File: src/inc/ecsc_pkg.sv
// ecsc_pkg: constants and types for the command/schedule control register bank
// assumes: one 32-bit command register, accessed by strobes on the controller clock
package ecsc_pkg;

   // bit positions inside the command register
   localparam int unsigned SOFT_RST_BIT = 7;
   localparam int unsigned BELL_BIT = 6;
   localparam int unsigned ASYNC_EN_BIT = 5;
   localparam int unsigned PERIODIC_EN_BIT = 4;
   localparam int unsigned LSIZE_LSB = 2;
   localparam int unsigned LSIZE_MSB = 3;

   // frame list size encodings
   localparam logic [1:0] LSIZE_1024 = 2'h0;
   localparam logic [1:0] LSIZE_512 = 2'h1;
   localparam logic [1:0] LSIZE_256 = 2'h2;
   localparam logic [1:0] LSIZE_RSVD = 2'h3;

   // reset values
   localparam logic ASYNC_EN_RST = 1'h0;
   localparam logic PERIODIC_EN_RST = 1'h0;
   localparam logic [1:0] LSIZE_RST = 2'h0;

   // widths
   localparam int unsigned FRAME_IDX_W = 14;
   localparam int unsigned LIST_IDX_W = 10;

   // command register fields held by the block
   typedef struct packed {
      logic soft_busy;
      logic bell;
      logic async_en;
      logic periodic_en;
      logic [1:0] lsize;
   } ecsc_cmd_t;

endpackage

File: src/rtl/ecsc_frame_sel.sv
// ecsc_frame_sel: picks the frame list index out of the frame index counter
// assumes: frame index counter and size field on the same clock
`timescale 1ns/1ps
module ecsc_frame_sel (
   input wire logic clock,
   input wire logic arst_n,
   input wire logic [1:0] lsize,
   input wire logic [ecsc_pkg::FRAME_IDX_W-1:0] frame_index,
   output logic [ecsc_pkg::LIST_IDX_W-1:0] list_index_q
);

   // list index: bits from 3 upward, length by list size
   function automatic logic [ecsc_pkg::LIST_IDX_W-1:0] pick(
      input logic [1:0] size,
      input logic [ecsc_pkg::FRAME_IDX_W-1:0] fi);
      logic [ecsc_pkg::LIST_IDX_W-1:0] r;
      r = fi[12:3];
      case (size)
         ecsc_pkg::LSIZE_512: r = {1'h0, fi[11:3]};
         ecsc_pkg::LSIZE_256: r = {2'h0, fi[10:3]};
         default: r = fi[12:3];
      endcase
      return r;
   endfunction

   logic [ecsc_pkg::LIST_IDX_W-1:0] list_index_d;

   // next index
   always_comb begin
      list_index_d = pick(lsize, frame_index);
   end

   always_ff @(posedge clock or negedge arst_n) begin
      if (!arst_n) begin
         list_index_q <= '0;
      end else begin
         list_index_q <= list_index_d;
      end
   end
endmodule

File: src/rtl/ecsc_cmd_regs.sv
// ecsc_cmd_regs: command register bits for soft reset, doorbell, schedules, list size
// assumes: register strobes, status clear and engine events arrive on the same clock
`timescale 1ns/1ps
// Function
// - soft reset bit reads one while busy
// - soft reset bit reads zero once done
// - set advance status after cache eviction
// - interrupt at next threshold, when enabled
// - hardware clears doorbell after setting status
// - async enable resets zero, gates processing; here only driven out, nothing in this block is gated by it
// - periodic enable resets zero, gates processing; here only driven out, nothing in this block is gated by it
// - list size resets 00B, writable if flag
// - list size codes 1024, 512, 256
// - list size selects frame index bits
module ecsc_cmd_regs (
   input wire logic clock,
   input wire logic arst_n,
   input wire logic reg_wr,
   input wire logic reg_rd,
   input wire logic [31:0] reg_wdata,
   input wire logic programmable_list_flag,
   input wire logic soft_reset_done,
   input wire logic evict_done,
   input wire logic async_advance_irq_enable,
   input wire logic threshold_tick,
   input wire logic status_clear,
   input wire logic [ecsc_pkg::FRAME_IDX_W-1:0] frame_index,
   output logic [31:0] reg_rdata_q,
   output logic soft_reset_req_q,
   output logic async_advance_doorbell_q,
   output logic async_schedule_enable_q,
   output logic periodic_schedule_enable_q,
   output logic [1:0] frame_list_size_q,
   output logic async_advance_status_q,
   output logic status_set_q,
   output logic irq_q,
   output logic [ecsc_pkg::LIST_IDX_W-1:0] list_index_q
);

   ecsc_pkg::ecsc_cmd_t cmd_q;
   ecsc_pkg::ecsc_cmd_t cmd_d;
   logic soft_req_d;
   logic status_d;
   logic set_d;
   logic irq_d;
   logic [31:0] rdata_d;
   logic [1:0] lsize_wr;

   ////////////////////////////////////////////////////////////////////////////////
   // command fields
   always_comb begin
      cmd_d = cmd_q;
      soft_req_d = 1'h0;
      lsize_wr = reg_wdata[ecsc_pkg::LSIZE_MSB:ecsc_pkg::LSIZE_LSB];
      // soft reset: done clears busy, a new start only when idle
      if (soft_reset_done) begin
         cmd_d.soft_busy = 1'h0;
      end
      if (reg_wr && reg_wdata[ecsc_pkg::SOFT_RST_BIT] && !cmd_q.soft_busy) begin
         cmd_d.soft_busy = 1'h1;
         soft_req_d = 1'h1;
      end
      // doorbell drops the cycle after status is set; a new ring wins
      if (status_set_q) begin
         cmd_d.bell = 1'h0;
      end
      if (reg_wr && reg_wdata[ecsc_pkg::BELL_BIT]) begin
         cmd_d.bell = 1'h1;
      end
      if (reg_wr) begin
         cmd_d.async_en = reg_wdata[ecsc_pkg::ASYNC_EN_BIT];
         cmd_d.periodic_en = reg_wdata[ecsc_pkg::PERIODIC_EN_BIT];
         // size only writable with the flag; reserved code keeps old value
         if (programmable_list_flag && lsize_wr != ecsc_pkg::LSIZE_RSVD) begin
            cmd_d.lsize = lsize_wr;
         end
      end
   end

   always_ff @(posedge clock or negedge arst_n) begin
      if (!arst_n) begin
         cmd_q <= '{soft_busy: 1'h0, bell: 1'h0, async_en: ecsc_pkg::ASYNC_EN_RST,
                    periodic_en: ecsc_pkg::PERIODIC_EN_RST, lsize: ecsc_pkg::LSIZE_RST};
         soft_reset_req_q <= 1'h0;
      end else begin
         cmd_q <= cmd_d;
         soft_reset_req_q <= soft_req_d;
      end
   end

   ////////////////////////////////////////////////////////////////////////////////
   // advance status and its interrupt
   always_comb begin
      set_d = evict_done && cmd_q.bell && !status_set_q;
      status_d = set_d || (async_advance_status_q && !status_clear); // set wins
      if (irq_q) begin
         irq_d = status_d && async_advance_irq_enable;
      end else begin
         irq_d = threshold_tick && status_d && async_advance_irq_enable;
      end
   end

   always_ff @(posedge clock or negedge arst_n) begin
      if (!arst_n) begin
         async_advance_status_q <= 1'h0;
         status_set_q <= 1'h0;
         irq_q <= 1'h0;
      end else begin
         async_advance_status_q <= status_d;
         status_set_q <= set_d;
         irq_q <= irq_d;
      end
   end

   ////////////////////////////////////////////////////////////////////////////////
   // read data, registered on the read strobe
   always_comb begin
      rdata_d = reg_rdata_q;
      if (reg_rd) begin
         rdata_d = 32'h0;
         rdata_d[ecsc_pkg::SOFT_RST_BIT] = cmd_q.soft_busy;
         rdata_d[ecsc_pkg::BELL_BIT] = cmd_q.bell;
         rdata_d[ecsc_pkg::ASYNC_EN_BIT] = cmd_q.async_en;
         rdata_d[ecsc_pkg::PERIODIC_EN_BIT] = cmd_q.periodic_en;
         rdata_d[ecsc_pkg::LSIZE_MSB:ecsc_pkg::LSIZE_LSB] = cmd_q.lsize;
      end
   end

   always_ff @(posedge clock or negedge arst_n) begin
      if (!arst_n) begin
         reg_rdata_q <= 32'h0;
      end else begin
         reg_rdata_q <= rdata_d;
      end
   end

   // field outputs straight from the command flops
   assign async_advance_doorbell_q = cmd_q.bell;
   assign async_schedule_enable_q = cmd_q.async_en;
   assign periodic_schedule_enable_q = cmd_q.periodic_en;
   assign frame_list_size_q = cmd_q.lsize;

   ecsc_frame_sel u_frame_sel (
      .clock(clock),
      .arst_n(arst_n),
      .lsize(cmd_q.lsize),
      .frame_index(frame_index),
      .list_index_q(list_index_q)
   );
endmodule

File: config.mk
export PLATFORM = sky130hd
export DESIGN_NAME = ecsc_cmd_regs
export DESIGN_NICKNAME = d
export VERILOG_FILES = /design/src/inc/ecsc_pkg.sv /design/src/rtl/ecsc_frame_sel.sv /design/src/rtl/ecsc_cmd_regs.sv
export SDC_FILE = /design/constraint.sdc
export NUM_CORES = 1
export LEC_CHECK = 0
export BUFFER_PORTS_ARGS = -buffer_cell sky130_fd_sc_hd__buf_4
export CAP_MARGIN = 20
export CORE_MARGIN = 2
export CORE_UTILIZATION = 38
export CTS_BUF_LIST = sky130_fd_sc_hd__clkbuf_16
export CTS_CLUSTER_SIZE = 8
export DETAILED_ROUTE_END_ITERATION = 16
export PLACE_DENSITY = 0.83
export SLEW_MARGIN = 20
export SYNTH_ARGS = -nofsm -noshare
export SYNTH_HDL_FRONTEND = slang
export SYNTH_SLANG_ARGS = --single-unit
File: constraint.sdc
create_clock -name clock -period 2.3 [get_ports clock]
set_clock_uncertainty 0.1 [all_clocks]
set_input_delay 0.23 -clock clock [delete_from_list [all_inputs] [get_ports clock]]
set_output_delay 0.23 -clock clock [all_outputs]
set_load 0.005 [all_outputs]
# --- Yosys cells after proc, flatten, opt, wreduce, memory -nomap -nowiden ---
# Cells that the tools add are included.
totals:
  register_bits: 26
  in_bits: 56
  output_inout_bits: 51
  wordCells: 38
op_classes:
  n_eq_ne: 3
  n_mux: 7
  reduce_logical: 17
op_table:
  columns: ["op", "count"]
  rows:
  - ["10-bit one-hot mux with 2 select lines", 1]
  - ["1-bit logical AND", 10]
  - ["1-bit 2-to-1 mux", 6]
  - ["2-bit nonzero test", 2]
  - ["1-bit logical NOT", 3]
  - ["2-bit by 1-bit == test with 1-bit output, second input constant", 1]
  - ["2-bit == test, second input constant", 1]
  - ["2-bit inequality test, second input constant", 1]
  - ["2-bit AND reduction", 1]
  - ["1-bit logical OR", 1]

# --- Logic depth before layout (Yosys ltp) ---
logic_depth:
  depth_word: 6
  ltp_mapped: 3
  ltp_nobuf: 3

# --- Cells and area by module ---
# Synthesis repeated with hierarchy kept, for this count alone.
hier_totals:
  cells_unflattened: 85
  area_unflattened_um2: 1112.3
modules_own_cells:
  columns: ["mod", "n_inst", "cells_each", "area_each_um2"]
  rows:
  - ["ecsc_cmd_regs", 1, 71, 832.0]
  - ["ecsc_frame_sel", 1, 14, 280.3]

# --- Worst setup path after synthesis ---
# No wires, ideal clock.
synth_path:
  kind: "reg-to-reg"
  from: "reg cmd_q, in the netlist frame_list_size_q[0]"
  to: "reg u_frame_sel.list_index_q[8] in the netlist's numbering"
  t_arrival_ps: 853
  required_time_ps: 2081
  slack_ps: 1228
  stages_incl_launch_ff: 3
  synth_period_minus_slack_ps: 1072
  path_cell_list: "dfrtp_1 -> ha_1 -> o21a_1"
synth_via:
  elab_chain_cells: 2
  word_cells_on_any_way: 3
synth_rtl:
  columns: ["element", "line", "source"]
  rows:
  - ["start: declaration", "ecsc_cmd_regs.sv:40", "ecsc_pkg::ecsc_cmd_t cmd_q;"]
  - ["start signal: assignment", "ecsc_cmd_regs.sv:82", "cmd_q <= '{soft_busy: 1'h0, bell: 1'h0, async_en: ecsc_pkg::ASYNC_EN_RST,"]
  - ["start signal: assignment", "ecsc_cmd_regs.sv:86", "cmd_q <= cmd_d;"]
  - ["2-bit == test or 2-bit by 1-bit == test with 1-bit output (tied branches)", "ecsc_frame_sel.sv:18", "case (size)"]
  - ["10-bit one-hot mux with 2 select lines (*)", "ecsc_frame_sel.sv:18", null]
  - ["via u_frame_sel.list_index_d, one bit", "ecsc_frame_sel.sv:26", "logic [ecsc_pkg::LIST_IDX_W-1:0] list_index_d;"]
  - ["end signal: assignment", "ecsc_frame_sel.sv:37", "list_index_q <= list_index_d;"]
  - ["end: declaration", "ecsc_frame_sel.sv:9", "output logic [ecsc_pkg::LIST_IDX_W-1:0] list_index_q"]
# The timed path passes the listed nets; every way through them passes the cells marked *.
# A chain may end at the register's enable or synchronous reset.

# --- Final worst setup path ---
layout_path:
  from: "reg cmd_q, in the netlist async_advance_doorbell_q"
  to: "out async_advance_doorbell_q"
layout_rtl:
  columns: ["element", "line", "source"]
  rows:
  - ["end: declaration", "ecsc_cmd_regs.sv:30", "output logic async_advance_doorbell_q,"]
# No word-level cell between the ends.

==> metrics.md <==
| Metric | Value |
|---|---|
| Fin crit share | between 50% and 60% |
| Critical path peak fanout | 4 |
| Htree depth | 1 |
| P_sw | ~0.26 mW |
| Compound-Gate Fraction of Synth Area | roughly 3.1% |
| Root Driver | clkbuf_16 |
| Register area share after synthesis | between 50 and 60% |
| Util after Layout | 57.8% |
| Share of layout cells above drive strength 1 | a little over two fifths |
| Buffers on Ports | 50 |
| I/O Pins | 107 |
| Global placement routability congestion | between 0.7 and 0.8 |
| Mux contribution to synthesized area | between 10 and 15% |
| Die area | 3380 um^2 |
| DR iter-0 viols | 25 |
| Crit path kind | reg -> out |
| Clock slew seen by the registers of the worst setup and hold paths | 0.06 ns |
| Post-Synth Adder-Cell Area | 1.12% |
| WP buf/inv | 1 |
| Maximum vdd drop | a little under 0.7 mV |
| CP arrival | about 0.8 ns |
| Worst path depth | 1 |
| Startpoint Class | flip-flop |
| Simple-gate area share of the yosys netlist | 4.61% |
| Core ar. | 2760 um^2 |
| Overall routing resource usage | 12.4% |
| TritonCTS clock tree | yes |
| Slowest library cell on the worst path | dfrtp_1 |
| First-pass GRT wire length | between 3000 and 4000 um |
| Minimum clock period | 1.15 ns |
| Cts bufs inserted | 3 |
| Clock share of power | a little under two fifths |
| Final Hold Vio Count | 0 |
| Commonest non-fill, non-tap cell in the layout | buf_4 |
| Drt drc | 0 |
| Die Y | slightly below 60 um |
| Num Clock Sinks | 26 |
| Initial Utilization | between 40% and 50% |
| Mapped Area | 1110 um^2 |
| Post-route ant nets | 0 |
| Area Overhead vs Synth | 43.3% |
| Post-Synthesis Cells | 85 |
| Post-synthesis cell type count | 18 |
| Post-synthesis register bit count | 26 |
| Status | finished clean |
| Post-Syn Area per Cell | 13.1 um^2 |
| Die span in x | between 50 and 60 um |
| Drt pass-1 iters | 3 |
| Reg2Reg Depth | 3 |
| Total global routing overflow | 0 |
| Post-CTS setup buffer count | 0 |
| Largest family of logic cells by synthesized area | buffers and inverters |
| Vias in the first global route | approximately 710 |
| Unrepaired setup endpoints after global routing | false |
| Max Root-Sink Buffers | 2 |
| Setup crit end kind | output port |
| Post-CTS resize count | 0 |
| Worst skew pair latency | 0.25 ns |
| Pleak | 0.858 nW |
| PwrDens | between 700 and 800 nW/um^2 |
| Flop pwr share | between 40 and 50% |
| Req. time, crit path | roughly 2.0 ns |
| Fraction of power spent switching nets | approximately 20% |
| N_diodes | 0 |
| Setup TNS | 0 ns |
| Critical path cell sequence | buf_4 |
| Hold Crit Depth | 2 |
| Hpwl dp | approximately 1500 um |
| Max-slew violations | 0 |
| Synth warnings | 0 |
| DR vias | between 700 and 800 |
| Critical path's top delay family | flip-flops |
| Nets | around 200 |
| WL per Instance | about 11 um |
| Pint | roughly 1.0 mW |
| Highest-count cells in the layout ignoring fill and taps | 50 x buf_4, 26 x conb_1, 26 x dfrtp_1 |
| Vias per cell | 4.18 |
| Max_cap viols | 0 |
| Comb pwr share | a little under a fifth |
| Synth Area in XOR/XNOR | 0% |
| Std cell rows | 19 |
| Fmax | 0.867 GHz |
| Largest net degree at the start of global routing | 27 |
| Worst hold path class | in -> reg |
| Antenna violations before repair | 0 |
| WL final | around 2000 um |
| CP peak stage delay | around 0.42 ns |
| Final setup fails | 0 |
-- final cells by class --
cell class	count	area (um^2)
fillers	233	1160
flip-flops and latches	26	651
repair buffers	59	465
multi-input cells	51	319
clock buffers	3	75.1
well taps	31	38.8
clock inverters	1	30.0
inverters	4	15.0
-- timing repair --
item,in CTS,in global routing
hold buffers,9,0
hold endpoints to repair,34,0
endpoints found under the setup margin,0,0
-- stage by stage --
stage / instances / area, um^2 / setup slack (ns) / hold WS [ns] / total power [mW]
global route: 175 / 1590 / 1.10 / 0.0688 / 1.34
finish: 175 / 1590 / 1.15 / 0.0573 / 1.27
global placement: 162 / 1400 / 1.20 / 0.0450 / 0.769
detailed placement: 162 / 1400 / 1.17 / 0.0566 / 0.779
CTS: 175 / 1590 / 1.14 / 0.0539 / 1.29
floorplan: 110 / 1210 / 1.23 / -0.166 / 0.675
-- worst paths after layout --
check,start,to,slack [ns]
worst max-delay path,async_advance_doorbell_q,async_advance_doorbell_q,1.15
worst min-delay path,soft_reset_done,cmd_q[5],0.06
worst max register to register,frame_list_size_q[1],u_frame_sel.list_index_q[8],1.16
worst min register to register,cmd_q[5],soft_reset_req_q,0.39
max in group asynchronous,arst_n,async_schedule_enable_q,1.54
min in group asynchronous,arst_n,u_frame_sel.list_index_q[9],0.32
-- power by group through the flow --
stage | Combinational (mW) | Sequential [mW] | Clock, mW
global placement | 0.213 | 0.556 | 0
detailed placement | 0.220 | 0.558 | 0
global route | 0.255 | 0.558 | 0.522
finish | 0.231 | 0.550 | 0.486
CTS | 0.233 | 0.550 | 0.502
floorplan | 0.117 | 0.558 | 0
-- flip-flops by register name, summed over array words and instances (netlist names) --
name,count
u_frame_sel.list_index_q,10
reg_rdata_q,6
frame_list_size_q,2
async_advance_doorbell_q,1
async_advance_status_q,1
async_schedule_enable_q,1
cmd_q,1
irq_q,1
periodic_schedule_enable_q,1
soft_reset_req_q,1
status_set_q,1
-- worst register-to-register path, delay by kind of cell (launching register included) --
| kind | cells | cell delay (ns) |
|---|---|---|
| compound gates | 1 | 0.20 |
| fa+ha+maj | 1 | 0.29 |
| buf+inv | 1 | 0.06 |
| flops | 1 | 0.39 |
-- synthesized netlist by cell type, drive strengths merged --
cell	count	share of area (%)
and3b	1	0.79
mux2	8	10
a21oi	2	0.90
mux2i	1	0.90
and2	1	0.56
o21a	2	1.3
buf	29	20
conb	1	0.34
nand2b	1	0.56
ha	1	1.1
nor2	1	0.34
nand2	3	1.0
inv	4	1.3
dfrtp	26	58
nand3b	2	1.3
o21ai	2	0.90
-- cell families (layout without fill, tap and decap cells) --
| group | count (synthesis) | in the layout |
|---|---|---|
| compound gates | 6 | 6 |
| fa+ha+maj | 1 | 1 |
| buf+inv | 33 | 67 |
| flops | 26 | 26 |
| mux | 9 | 9 |
| other cells | 1 | 26 |
| simple gates | 9 | 9 |
-- layer usage --
metal  part of all wire, %  track usage [%]
met1                    38             14.8
met2                    51             21.1
met3                    10             4.02
met4                  0.92             4.32
met5                     0                0
Note: power is estimated with default switching activity, not from simulation.
